===== src/ifer_pkg.sv =====
// Purpose: constants for the interrupt flag and enable register block
// Assumes: classic wishbone, 32-bit data, byte addresses
// Notes:   register values sit in the low byte, upper bits read zero
package ifer_pkg;
    localparam int unsigned AW = 4;
    localparam int unsigned DW = 32;
    localparam int unsigned RW = 8;
    localparam int unsigned NPIN = 4;

    localparam logic [AW-1:0] OFS_ENABLE    = 4'h0;
    localparam logic [AW-1:0] OFS_FLAGS_ONE = 4'h4;
    localparam logic [AW-1:0] OFS_FLAGS_TWO = 4'h8;
    localparam logic [AW-1:0] OFS_CTRL      = 4'hC;

    localparam int unsigned BIT_TMR = 5;
    localparam int unsigned BIT_DT  = 7;
    localparam int unsigned BIT_RTC = 6;

    localparam logic [RW-1:0] TWO_FIXED_ONES = 8'h1F;
    localparam logic [RW-1:0] ONE_FIXED_ONES = 8'h30;
    localparam logic [RW-1:0] ONE_FLAG_MASK  = 8'hCF;
    localparam logic [RW-1:0] PIN_MASK       = 8'h0F;

    // control register: [3:0] pin interrupt select, [7:4] edge select
    localparam int unsigned CTRL_EDGE_LSB = 4;
    localparam logic [RW-1:0] CTRL_RESET  = 8'h00;
endpackage : ifer_pkg


===== src/ifer_edge_detect.sv =====
// Purpose: selectable edge detector for the external request pins
// Assumes: pins synchronous to clk_i
// Notes:   one pulse per detected edge
`timescale 1ns/1ps
module ifer_edge_detect (
    input  wire logic                      clk_i,
    input  wire logic                      rst_i,
    input  wire logic [ifer_pkg::NPIN-1:0] pin_i,
    input  wire logic [ifer_pkg::NPIN-1:0] rise_sel_i,
    output logic      [ifer_pkg::NPIN-1:0] edge_o
);
    import ifer_pkg::*;

    logic [NPIN-1:0] prev_r;

    always_ff @(posedge clk_i) begin
        if (rst_i) begin
            prev_r <= '1;
        end else begin
            prev_r <= pin_i;
        end
    end

    always_comb begin
        for (int i = 0; i < NPIN; i++) begin
            edge_o[i] = rise_sel_i[i] ? (pin_i[i] & ~prev_r[i])
                                      : (~pin_i[i] & prev_r[i]);
        end
    end
endmodule : ifer_edge_detect


===== src/ifer_regs.sv =====
// Purpose: second enable register and two request flag registers
// Assumes: classic wishbone slave, one-cycle registered ack
// Notes:   events are one-cycle pulses; set wins over a clearing write
//
// How it works
// - timer request reaches cpu only with enable bit 5 set; resets 0.
// - enable and flags two read 0 in bits 7:6, 1 in 4:0.
// - flags one bits 5:4 always read 1, writes ignored.
// - sleep direct transition with direct_transition_on sets bit 7.
// - rtc counter overflow sets flags one bit 6.
// - selected edge on interrupt-configured pin sets flags one bits 3:0.
// - timer overflow sets flags two bit 5.
// - flags reset 0, stay set, cleared only by writing 0.
// - request coinciding with clearing write still taken afterwards.
// - edge select 0 means falling edge, 1 means rising edge.
`timescale 1ns/1ps
module ifer_regs (
    input  wire logic                      clk_i,
    input  wire logic                      rst_i,
    input  wire logic                      wb_cyc_i,
    input  wire logic                      wb_stb_i,
    input  wire logic                      wb_we_i,
    input  wire logic [ifer_pkg::AW-1:0]   wb_adr_i,
    input  wire logic [ifer_pkg::DW-1:0]   wb_dat_i,
    input  wire logic [3:0]                wb_sel_i,
    output logic      [ifer_pkg::DW-1:0]   wb_dat_o,
    output logic                           wb_ack_o,
    input  wire logic                      sleep_direct_i,
    input  wire logic                      direct_transition_on_i,
    input  wire logic                      rtc_overflow_i,
    input  wire logic                      timer_overflow_i,
    input  wire logic [ifer_pkg::NPIN-1:0] ext_pin_i,
    input  wire logic [ifer_pkg::RW-1:0]   irq_enable_one_i,
    output logic                           timer_irq_o,
    output logic                           ext_irq_o,
    output logic      [ifer_pkg::RW-1:0]   flags_one_o
);
    import ifer_pkg::*;

    logic            timer_overflow_irq_enable_r;
    logic [RW-1:0]   flags_one_r;
    logic            timer_overflow_flag_r;
    logic [RW-1:0]   ctrl_r;
    logic            ack_r;
    logic [DW-1:0]   rdat_r;
    logic [NPIN-1:0] pin_edge;
    logic            req;
    logic            wr_lo;
    logic [RW-1:0]   one_set;

    function automatic logic [RW-1:0] read_reg(input logic [AW-1:0] a,
                                               input logic en,
                                               input logic [RW-1:0] f1,
                                               input logic f2,
                                               input logic [RW-1:0] c);
        logic [RW-1:0] v;
        v = '0;
        unique case (a)
            OFS_ENABLE:    v = TWO_FIXED_ONES | (RW'(en) << BIT_TMR);
            OFS_FLAGS_ONE: v = (f1 & ONE_FLAG_MASK) | ONE_FIXED_ONES;
            OFS_FLAGS_TWO: v = TWO_FIXED_ONES | (RW'(f2) << BIT_TMR);
            OFS_CTRL:      v = c;
            default:       v = '0;
        endcase
        return v;
    endfunction : read_reg

    assign req   = wb_cyc_i & wb_stb_i & ~ack_r;
    assign wr_lo = req & wb_we_i & wb_sel_i[0];

    ifer_edge_detect u_edge (
        .clk_i      (clk_i),
        .rst_i      (rst_i),
        .pin_i      (ext_pin_i),
        .rise_sel_i (ctrl_r[CTRL_EDGE_LSB +: NPIN]),
        .edge_o     (pin_edge)
    );

    always_comb begin
        one_set = '0;
        one_set[BIT_DT]   = sleep_direct_i & direct_transition_on_i;
        one_set[BIT_RTC]  = rtc_overflow_i;
        one_set[NPIN-1:0] = pin_edge & ctrl_r[NPIN-1:0];
    end

    always_ff @(posedge clk_i) begin
        if (rst_i) begin
            ack_r  <= 1'b0;
            rdat_r <= '0;
        end else begin
            ack_r  <= req;
            rdat_r <= {{(DW-RW){1'b0}}, read_reg(wb_adr_i,
                        timer_overflow_irq_enable_r, flags_one_r,
                        timer_overflow_flag_r, ctrl_r)};
        end
    end
    assign wb_ack_o = ack_r;
    assign wb_dat_o = rdat_r;

    always_ff @(posedge clk_i) begin
        if (rst_i) begin
            timer_overflow_irq_enable_r <= 1'b0;
        end else if (wr_lo && wb_adr_i == OFS_ENABLE) begin
            timer_overflow_irq_enable_r <= wb_dat_i[BIT_TMR];
        end
    end

    always_ff @(posedge clk_i) begin
        if (rst_i) begin
            ctrl_r <= CTRL_RESET;
        end else if (wr_lo && wb_adr_i == OFS_CTRL) begin
            ctrl_r <= wb_dat_i[RW-1:0];
        end
    end

    always_ff @(posedge clk_i) begin
        if (rst_i) begin
            flags_one_r <= '0;
        end else if (wr_lo && wb_adr_i == OFS_FLAGS_ONE) begin
            flags_one_r <= ((flags_one_r & wb_dat_i[RW-1:0]) | one_set)
                           & ONE_FLAG_MASK;
        end else begin
            flags_one_r <= (flags_one_r | one_set) & ONE_FLAG_MASK;
        end
    end

    always_ff @(posedge clk_i) begin
        if (rst_i) begin
            timer_overflow_flag_r <= 1'b0;
        end else if (wr_lo && wb_adr_i == OFS_FLAGS_TWO) begin
            timer_overflow_flag_r <= (timer_overflow_flag_r
                                      & wb_dat_i[BIT_TMR])
                                     | timer_overflow_i;
        end else begin
            timer_overflow_flag_r <= timer_overflow_flag_r
                                     | timer_overflow_i;
        end
    end

    assign timer_irq_o = timer_overflow_flag_r
                         & timer_overflow_irq_enable_r;
    // first-register sources use first enable register
    assign ext_irq_o   = |(flags_one_r & irq_enable_one_i & ONE_FLAG_MASK);
    assign flags_one_o = flags_one_r;

    // assertions

    property p_tmr_gate;
        @(posedge clk_i) disable iff (rst_i)
        (wr_lo && wb_adr_i == OFS_ENABLE && !wb_dat_i[BIT_TMR])
        |=> !timer_irq_o;
    endproperty
    a_tmr_gate: assert property (p_tmr_gate)
        else $error("timer request without flag and enable");

    property p_reserved_two;
        @(posedge clk_i) disable iff (rst_i)
        (req && !wb_we_i && (wb_adr_i == OFS_ENABLE
                             || wb_adr_i == OFS_FLAGS_TWO))
        |=> (wb_dat_o[RW-1:0] & ~(RW'(1) << BIT_TMR)) == TWO_FIXED_ONES;
    endproperty
    a_reserved_two: assert property (p_reserved_two)
        else $error("reserved bits wrong in enable or flags two");

    property p_reserved_one;
        @(posedge clk_i) disable iff (rst_i)
        (req && !wb_we_i && wb_adr_i == OFS_FLAGS_ONE)
        |=> (wb_dat_o[RW-1:0] & ONE_FIXED_ONES) == ONE_FIXED_ONES;
    endproperty
    a_reserved_one: assert property (p_reserved_one)
        else $error("flags one reserved bits not one");

    property p_dt_set;
        @(posedge clk_i) disable iff (rst_i)
        (sleep_direct_i && direct_transition_on_i) |=> flags_one_r[BIT_DT];
    endproperty
    a_dt_set: assert property (p_dt_set)
        else $error("direct transition flag not set");

    property p_rtc_set;
        @(posedge clk_i) disable iff (rst_i)
        rtc_overflow_i |=> flags_one_r[BIT_RTC];
    endproperty
    a_rtc_set: assert property (p_rtc_set)
        else $error("rtc flag not set");

    property p_pin_set;
        @(posedge clk_i) disable iff (rst_i)
        (pin_edge[0] && ctrl_r[0]) |=> flags_one_r[0];
    endproperty
    a_pin_set: assert property (p_pin_set)
        else $error("pin flag not set on edge");

    property p_tmr_set;
        @(posedge clk_i) disable iff (rst_i)
        timer_overflow_i |=> timer_overflow_flag_r;
    endproperty
    a_tmr_set: assert property (p_tmr_set)
        else $error("timer flag not set");

    property p_sticky;
        @(posedge clk_i) disable iff (rst_i)
        (timer_overflow_flag_r && !(wr_lo && wb_adr_i == OFS_FLAGS_TWO
                                    && !wb_dat_i[BIT_TMR]))
        |=> timer_overflow_flag_r;
    endproperty
    a_sticky: assert property (p_sticky)
        else $error("timer flag lost without clearing write");

    property p_edge_sel;
        @(posedge clk_i) disable iff (rst_i)
        (!ctrl_r[CTRL_EDGE_LSB] && $fell(ext_pin_i[0])) |-> pin_edge[0];
    endproperty
    a_edge_sel: assert property (p_edge_sel)
        else $error("falling edge missed");

    property p_en_store;
        @(posedge clk_i) disable iff (rst_i)
        (wr_lo && wb_adr_i == OFS_ENABLE)
        |=> timer_overflow_irq_enable_r == $past(wb_dat_i[BIT_TMR]);
    endproperty
    a_en_store: assert property (p_en_store)
        else $error("enable bit not stored");

    property p_dt_quiet;
        @(posedge clk_i) disable iff (rst_i)
        (!flags_one_r[BIT_DT]
         && !(sleep_direct_i && direct_transition_on_i))
        |=> !flags_one_r[BIT_DT];
    endproperty
    a_dt_quiet: assert property (p_dt_quiet)
        else $error("direct transition flag set without event");

    property p_rtc_quiet;
        @(posedge clk_i) disable iff (rst_i)
        (!flags_one_r[BIT_RTC] && !rtc_overflow_i)
        |=> !flags_one_r[BIT_RTC];
    endproperty
    a_rtc_quiet: assert property (p_rtc_quiet)
        else $error("rtc flag set without overflow");

    property p_pin_quiet;
        @(posedge clk_i) disable iff (rst_i)
        (!ctrl_r[0] && !flags_one_r[0]) |=> !flags_one_r[0];
    endproperty
    a_pin_quiet: assert property (p_pin_quiet)
        else $error("pin flag set while pin not selected");

    property p_tmr_quiet;
        @(posedge clk_i) disable iff (rst_i)
        (!timer_overflow_flag_r && !timer_overflow_i)
        |=> !timer_overflow_flag_r;
    endproperty
    a_tmr_quiet: assert property (p_tmr_quiet)
        else $error("timer flag set without overflow");

    property p_rtc_clear;
        @(posedge clk_i) disable iff (rst_i)
        (wr_lo && wb_adr_i == OFS_FLAGS_ONE && !wb_dat_i[BIT_RTC]
         && !rtc_overflow_i)
        |=> !flags_one_r[BIT_RTC];
    endproperty
    a_rtc_clear: assert property (p_rtc_clear)
        else $error("rtc flag not cleared by writing zero");

    property p_tmr_clear;
        @(posedge clk_i) disable iff (rst_i)
        (wr_lo && wb_adr_i == OFS_FLAGS_TWO && !wb_dat_i[BIT_TMR]
         && !timer_overflow_i)
        |=> !timer_overflow_flag_r;
    endproperty
    a_tmr_clear: assert property (p_tmr_clear)
        else $error("timer flag not cleared by writing zero");

    property p_set_wins;
        @(posedge clk_i) disable iff (rst_i)
        (wr_lo && wb_adr_i == OFS_FLAGS_TWO && timer_overflow_i)
        |=> timer_overflow_flag_r;
    endproperty
    a_set_wins: assert property (p_set_wins)
        else $error("request lost under clearing write");

    property p_keep_one;
        @(posedge clk_i) disable iff (rst_i)
        (flags_one_r[BIT_RTC] && wr_lo && wb_adr_i == OFS_FLAGS_ONE
         && wb_dat_i[BIT_RTC])
        |=> flags_one_r[BIT_RTC];
    endproperty
    a_keep_one: assert property (p_keep_one)
        else $error("writing one cleared a flag");

    property p_ext_gate;
        @(posedge clk_i) disable iff (rst_i)
        ((flags_one_r & ONE_FLAG_MASK) == '0) |-> !ext_irq_o;
    endproperty
    a_ext_gate: assert property (p_ext_gate)
        else $error("pin request without any flag");

    property p_edge_rise;
        @(posedge clk_i) disable iff (rst_i)
        (ctrl_r[CTRL_EDGE_LSB] && $rose(ext_pin_i[0])) |-> pin_edge[0];
    endproperty
    a_edge_rise: assert property (p_edge_rise)
        else $error("rising edge missed");
endmodule : ifer_regs


===== config.mk =====
export PLATFORM = sky130hd
export DESIGN_NAME = ifer_regs
export DESIGN_NICKNAME = d
export VERILOG_FILES = /design/src/ifer_pkg.sv /design/src/ifer_edge_detect.sv /design/src/ifer_regs.sv
export SDC_FILE = /design/constraint.sdc
export NUM_CORES = 1
export LEC_CHECK = 0
export ABC_AREA = 0
export BUFFER_PORTS_ARGS = -buffer_cell sky130_fd_sc_hd__buf_2
export CELL_PAD_IN_SITES_DETAIL_PLACEMENT = 0
export CELL_PAD_IN_SITES_GLOBAL_PLACEMENT = 2
export CORE_MARGIN = 5
export CORE_UTILIZATION = 22
export DETAILED_ROUTE_END_ITERATION = 16
export PLACE_DENSITY_LB_ADDON = 0.1
export SETUP_SLACK_MARGIN = 0.2
export SKIP_CTS_REPAIR_TIMING = 1
export SLEW_MARGIN = 5
export SYNTH_ARGS = -nofsm -noshare
export SYNTH_HDL_FRONTEND = slang
export SYNTH_HIERARCHICAL = 1
export SYNTH_SLANG_ARGS = --single-unit

===== constraint.sdc =====
create_clock -name clk_i -period 1.6 [get_ports clk_i]
set_input_delay 0 -clock clk_i [delete_from_list [all_inputs] [get_ports clk_i]]
set_output_delay 0 -clock clk_i [all_outputs]
set_load 0.01 [all_outputs]

==> results.py, run 1 <==
metrics = {
    "timing": {
        "fmax_mhz": 804,
        "period_share": 0.777,
        "holdWs_ns": -0.00977,
        "fin_tns_setup_ns": 0,
        "finalHoldViolations": 4,
        "maxSlewViolCount": 0,
        "fin_crit_ns": 1.24,
        "clock_skew_ns": 0.00184,
        "rsz0062_at_grt": "false",
        "setup_viol": 0,
    },
    "finish": {
        "final_util": 0.290,
        "nNetsFinal": 287,
        "regArea_um2": 581,
        "diodes": 0,
        "area_delta_synth_final_pct": 28.5,
        "fillers": 738,
        "multi_input_area_um2": 810,
        "drive_above_1_share": 0.300,
    },
    "yosys": {
        "syn_inst": 166,
        "ys_ff_latch": 29,
        "netlist_area_um2": 1530,
        "yosysSeqAreaShare": 0.381,
        "yosys_warnings": 6,
        "synth_cell_types": 29,
        "syn_avg_cell_area_um2": 9.19,
    },
    "floorplanning": {
        "die_h_um": 93.3,
        "initial_utilization": 0.226,
        "dieWidth_um": 93.3,
        "core_area_um2": 6760,
        "ios": 104,
        "die_area_um2": 8700,
        "rows": 30,
    },
    "critical_path": {
        "crit_required_ns": 1.80,
        "cp.arrival_ns": 1.45,
        "r2r_slack_ns": 0.36,
        "path_class": "register to register",
        "r2r-end": "ctrl_r[1]$_SDFFE_PP0P_",
        "crit_end": "ctrl_r[1]$_SDFFE_PP0P_",
        "reg2regPathDepth": 4,
        "cp-end-kind": "register",
        "cp-startpoint": "wb_ack_o$_SDFF_PP0_",
        "r2r_start": "wb_ack_o$_SDFF_PP0_",
        "cp_max_fo": 8,
        "start_kind": "register",
    },
    "drt": {
        "dr.pass1.iters": 4,
        "avgRoutedWirePerCell_um": 13.8,
        "drt-total-wl_um": 4220,
        "detail_route.iter0.violations": 52,
        "drc_errors": 0,
        "topRoutingLayerUsed": "met4",
        "ant_nets": 0,
        "dr_total_vias": 1290,
        "route.met2.wl_um": 1920,
        "dr_wl_met3_um": 333,
        "met1_length_um": 1910,
        "routed_via_density": 4.20,
    },
    "grt": {
        "grt_pass1_vias": 1230,
        "grtUsageTotal": 0.0948,
        "grt_remaining_overflow": 0,
        "grt_start_max_net_pins": 28,
        "grt_pass1_wl_um": 6270,
        "grt_antenna_before_repair": 0,
    },
    "cts": {
        "clockRootBuffer": "clkbuf_8",
        "clk_pin_slew_ns": 0.06,
        "numCtsBuffers": 5,
        "htreeDepth": 2,
        "cts_tree": "yes",
        "clockBufferDepth": 2,
        "cts_sinks": 29,
        "clk-insertion-delay-late_ns": 0.28,
    },
    "placed_design": {
        "routabilityCongestion": 0.671,
        "place_hpwl_um": 3150,
        "place.port_buffers": 48,
    },
    "power_and_ir_drop": {
        "ir_drop_v": 0.000246,
        "p_leak_nw": 0.856,
        "powerDensity_nw_per_um2": 839,
    },
    "hold_path": {
        "worstHoldPathType": "input pin to register",
    },
    "run_status": {
        "status": "finished, violations left",
        "failed_checks": "negative hold slack",
    },
    "flow_run": {
        "maxCapViolCount": 0,
    },
}
[Yosys cell counts]
cell | count | area [um2]
dfxtp_1 | 29 | 581
buf_4 | 26 | 195
nand2b_1 | 26 | 163
mux2i_1 | 15 | 150
nand2_1 | 12 | 45.0
nor4_1 | 6 | 37.5
a21oi_1 | 5 | 25.0
nor2_1 | 5 | 18.8
o22ai_1 | 5 | 31.3
clkbuf_1 | 4 | 15.0
o22ai_2 | 4 | 50.1
or2_1 | 4 | 25.0
a22oi_1 | 3 | 22.5
buf_2 | 3 | 15.0
nor3_1 | 3 | 15.0
nand3_1 | 2 | 10.0
o21bai_1 | 2 | 15.0
a31oi_1 | 1 | 6.26
a41oi_1 | 1 | 8.76
and2_1 | 1 | 6.26
conb_1 | 1 | 3.75
inv_1 | 1 | 3.75
nand3b_1 | 1 | 7.51
nand3b_4 | 1 | 20.0
nor4_4 | 1 | 21.3
o41ai_1 | 1 | 8.76
or2_4 | 1 | 8.76
or3_2 | 1 | 7.51
or3b_1 | 1 | 8.76
[power by group]
part           switching, W  internal [W]  leakage, nW  total (W)
Sequential        0.0000108      0.000739        0.236   0.000750
Combinational      0.000118     0.0000965        0.565   0.000215
Clock              0.000290      0.000388       0.0542   0.000678
Total              0.000419       0.00122        0.856    0.00164
[state kept, by name, summed over array words and instances, names as in the netlist]
register,flops
ctrl_r,8
flags_one_o,6
timer_overflow_flag_r,1
timer_overflow_irq_enable_r,1
u_edge/prev_r,4
wb_ack_o,1
wb_dat_o,8
[per-stage QoR]
stage	instance area (um2)	total power [W]	hold slack (ns)	cells	setup slack, ns
after global placement	1760	0.000961	0.204	289	0.289
after detailed placement	1760	0.000963	0.214	289	0.224
final	1960	0.00164	-0.00977	307	0.356
after global routing	1960	0.00171	0.00209	307	0.260
after CTS	1860	0.00165	-0.0843	297	0.199
after floorplan	1620	0.000927	0.0971	191	0.245
[worst max-delay path: stages (launching register included)]
cell,delay [ns]
dfxtp_1,0.31
nand3b_4,0.19
nor4_4,0.23
buf_6,0.21
mux2i_1,0.22
[layer usage]
metal | global-route usage | vias up
met1 | 0.118 | 591
met3 | 0.0282 | 5
met2 | 0.149 | 56
met5 | 0 | -
met4 | 0.0440 | 0
li1 | - | 638
[logic make-up (layout without fill, tap and decap cells)]
family                 count (synthesis)  count (layout)  synth area share
flip-flops                            29              29             0.381
AND/OR/NAND/NOR                       65              65             0.258
other                                  1              26           0.00246
multiplexers                          15              15            0.0984
AO/OA/AOI/OAI                         22              22             0.110
buffers and inverters                 34              70             0.150
[area by class of cell]
cell class	instances	area share
tap	80	0.0511
inverter	1	0.00192
multi-input combinational	128	0.413
timing repair buffer	61	0.186
clock buffer	7	0.0492
sequential	29	0.296
clock inverter	1	0.00255
[how the worst min path moves through the flow]
stage	from	endpoint	slack (ns)	depth (start not counted)
2_1_floorplan	rst_i	u_edge/prev_r[0]$_SDFF_PP1_	0.1	1
3_3_place_gp	ext_pin_i[1]	u_edge/prev_r[1]$_SDFF_PP1_	0.20	2
3_5_place_dp	ext_pin_i[3]	u_edge/prev_r[3]$_SDFF_PP1_	0.21	2
4_1_cts	ext_pin_i[2]	u_edge/prev_r[2]$_SDFF_PP1_	-0.08	2
5_1_grt	wb_dat_i[6]	ctrl_r[6]$_SDFFE_PP0P_	0.002	3
6_report	wb_dat_i[6]	ctrl_r[6]$_SDFFE_PP0P_	-0.01	3
[layout by cell type, fill, tap and decap left out, types with 4 or more instances in the layout]
master / n
buf_2: 48
dfxtp_1: 29
nand2b_1: 26
conb_1: 26
mux2i_1: 15
nand2_1: 12
dlygate4sd3_1: 9
clkbuf_8: 7
nor4_1: 6
o22ai_1: 5
nor2_1: 5
a21oi_1: 5
o22ai_2: 4
or2_1: 4
(Power assumes the default switching activity.)
==> run 2, diff against run 1 <==
--- a/config.mk
+++ b/config.mk
@@ -5,12 +5,12 @@
 export SDC_FILE = /design/constraint.sdc
 export NUM_CORES = 1
 export LEC_CHECK = 0
-export ABC_AREA = 0
+export ABC_AREA = 1
 export BUFFER_PORTS_ARGS = -buffer_cell sky130_fd_sc_hd__buf_2
 export CELL_PAD_IN_SITES_DETAIL_PLACEMENT = 0
 export CELL_PAD_IN_SITES_GLOBAL_PLACEMENT = 2
 export CORE_MARGIN = 5
-export CORE_UTILIZATION = 22
+export CORE_UTILIZATION = 18
 export DETAILED_ROUTE_END_ITERATION = 16
 export PLACE_DENSITY_LB_ADDON = 0.1
 export SETUP_SLACK_MARGIN = 0.2
==> constraint.sdc (replaced) <==
create_clock -name clk_i -period 1.1 [get_ports clk_i]
set_input_delay 0 -clock clk_i [delete_from_list [all_inputs] [get_ports clk_i]]
set_output_delay 0 -clock clk_i [all_outputs]
set_load 0.01 [all_outputs]
==> results.py, run 2 <==
metrics = {
    "critical_path": {
        "cpLargestDelayFamily": "flip-flops",
        "path_buf_inv": 2,
        "crit_required_ns": 1.10,
        "cp_max_fo": 4,
        "path_cells": "nand2_1 > nand2_1 > a21oi_2 > buf_4 > nand4_1 > buf_2",
        "slowest_delay_ns": 0.34,
        "crit_top_cell": "nand2_1",
        "cp-end-kind": "output pin",
        "path_class": "register to output pin",
        "cpMaxStageDelayCell": "dfxtp_2",
        "start_kind": "register",
        "cp.arrival_ns": 1.17,
    },
    "power_and_ir_drop": {
        "powerDensity_nw_per_um2": 1150,
        "netSwitchingFraction": 0.255,
        "clkPwrFrac": 0.455,
        "seq_power_share": 0.417,
        "ir_drop_v": 0.000394,
        "p_leak_nw": 1.15,
        "internal_power_w": 0.00195,
        "p_sw_w": 0.000667,
        "power_frac_comb": 0.128,
    },
    "run_status": {
        "failed_checks": "negative hold slack, negative setup slack",
        "status": "finished, violations left",
    },
    "cts": {
        "numCtsBuffers": 5,
        "cts_tree": "yes",
        "cts_sinks": 29,
        "clockRootBuffer": "clkbuf_8",
        "htreeDepth": 2,
        "clk_pin_slew_ns": 0.07,
        "clk-insertion-delay-late_ns": 0.28,
        "clockBufferDepth": 2,
    },
    "yosys": {
        "netlist_area_um2": 1530,
        "synthArstFlopShare": 0,
        "yosys.area.top_type_share": 0.381,
        "ys.flop_type": "dfxtp_1",
        "synth_cell_types": 19,
        "synth_top_area_cell": "dfxtp_1",
        "yosys_warnings": 6,
        "yosysSeqAreaShare": 0.381,
        "ys_top_cells_by_area": "dfxtp_1, buf_4, nand2_1, inv_1, nand3_1",
        "synthTopCellsByCount": "nand2_1, inv_1, dfxtp_1, buf_4, nor2_1",
        "syn_avg_cell_area_um2": 6.93,
        "synth_most_common_cell": "nand2_1",
        "synth_edf_count": 0,
        "syn_inst": 220,
        "ys_ff_latch": 29,
    },
    "drt": {
        "routed_via_density": 3.64,
        "dr.pass1.iters": 4,
        "detail_route.iter0.violations": 33,
        "drc_errors": 0,
        "drt-total-wl_um": 4720,
        "dr_total_vias": 1457,
        "ant_nets": 0,
        "avgRoutedWirePerCell_um": 11.8,
    },
    "timing": {
        "tightestPinTransition_ns": 0.585,
        "holdWs_ns": -0.0204,
        "setup_viol": 5,
        "slew-limit-headroom": 0.610,
        "maxSlewViolCount": 0,
        "rsz0062_at_grt": "true",
        "finalHoldViolations": 4,
        "clock_skew_ns": 0.00833,
        "fmax_mhz": 858,
        "setup_ws_ns": -0.0660,
        "fin_crit_ns": 1.17,
        "period_share": 1.06,
        "fin_tns_setup_ns": -0.116,
    },
    "finish": {
        "final_common_cell": "nand2_1",
        "final_cell_mix": "nand2_1, buf_2, inv_1",
        "area_delta_synth_final_pct": 48.6,
        "layout.cells.non_filler": 400,
        "drive_above_1_share": 0.390,
        "diodes": 0,
        "nNetsFinal": 355,
    },
    "placed_design": {
        "place_hpwl_um": 3730,
        "routabilityCongestion": 0.667,
        "placed_cells": 379,
        "place.port_buffers": 48,
    },
    "grt": {
        "grt_remaining_overflow": 0,
        "grt_antenna_before_repair": 0,
        "grt_pass1_vias": 1416,
        "grt_pass1_wl_um": 6940,
        "grt_start_max_net_pins": 13,
        "grtUsageTotal": 0.0883,
    },
    "flow_run": {
        "maxCapViolCount": 0,
    },
    "floorplanning": {
        "die_h_um": 102,
        "core_area_um2": 8220,
        "dieWidth_um": 102,
        "initial_utilization": 0.186,
        "ios": 104,
        "die_area_um2": 10400,
        "rows": 33,
    },
    "hold_path": {
        "worstHoldPathType": "input pin to register",
    },
}
run 2: path summary, 6_finish.rpt:
| path | start | cells after the start | end | slack [ns] |
|---|---|---|---|---|
| hold / removal | wb_dat_i[4] | 3 | ctrl_r[4]$_SDFFE_PP0P_ | -0.02 |
| hold reg to reg | timer_overflow_flag_r$_SDFF_PP0_ | 2 | timer_overflow_flag_r$_SDFF_PP0_ | 0.47 |
| setup reg to reg | wb_ack_o$_SDFF_PP0_ | 7 | flags_one_o[2]$_SDFF_PP0_ | -0.03 |
| setup / recovery | flags_one_o[0]$_SDFF_PP0_ | 6 | ext_irq_o | -0.07 |
run 2: through the flow:
step	total power (W)	instance area [um2]	utilization	worst slack (ns)	hold WS [ns]
after floorplan	0.00134	1630	-	0.0827	0.0966
after global placement	0.00140	1870	0.228	-0.0109	0.210
after detailed placement	0.00140	1870	0.228	-0.0229	0.214
after CTS	0.00261	1990	0.242	-0.114	-0.0824
after global routing	0.00274	2270	0.276	-0.186	0.00769
final	0.00261	2270	0.276	-0.0660	-0.0204
run 2: kinds of logic (layout without fill, tap and decap cells):
group                  Yosys count  count (layout)  synth area share
other                            1              26           0.00246
AND/OR/NAND/NOR                104             105             0.312
flip-flops                      29              29             0.381
buffers and inverters           65             114             0.234
AO/OA/AOI/OAI                   21              21            0.0714
run 2: worst register-to-register path: stages, from the launching register on:
cell and delay (ns):
dfxtp_2 0.33, inv_2 0.06, nand3_4 0.09, nor2_8 0.21, buf_6 0.17, nand3_2 0.07
nand2_2 0.07, a21oi_2 0.04
run 2: layer usage:
layer	vias to the layer above	track usage	part of all wire
li1	764	-	-
met1	640	0.119	0.48
met2	49	0.138	0.44
met3	4	0.0253	0.069
met4	0	0.0242	0.011
met5	-	0	0
run 2: power groups by stage:
stage / sequential (W) / combinational [W] / clock [W]
2_1_floorplan: 0.00112 / 0.000219 / 0
3_3_place_gp: 0.00111 / 0.000287 / 0
3_5_place_dp: 0.00111 / 0.000286 / 0
4_1_cts: 0.00109 / 0.000287 / 0.00123
5_1_grt: 0.00109 / 0.000377 / 0.00127
6_report: 0.00109 / 0.000335 / 0.00119
run 2: area by class of cell:
class / count / area, um2
inverters: 36 / 148
clock inverters: 2 / 37.5
multi-input cells: 152 / 815
repair buffers: 70 / 464
well taps: 105 / 131
fillers: 955 / 5950
flip-flops and latches: 29 / 589
clock buffers: 6 / 82.6
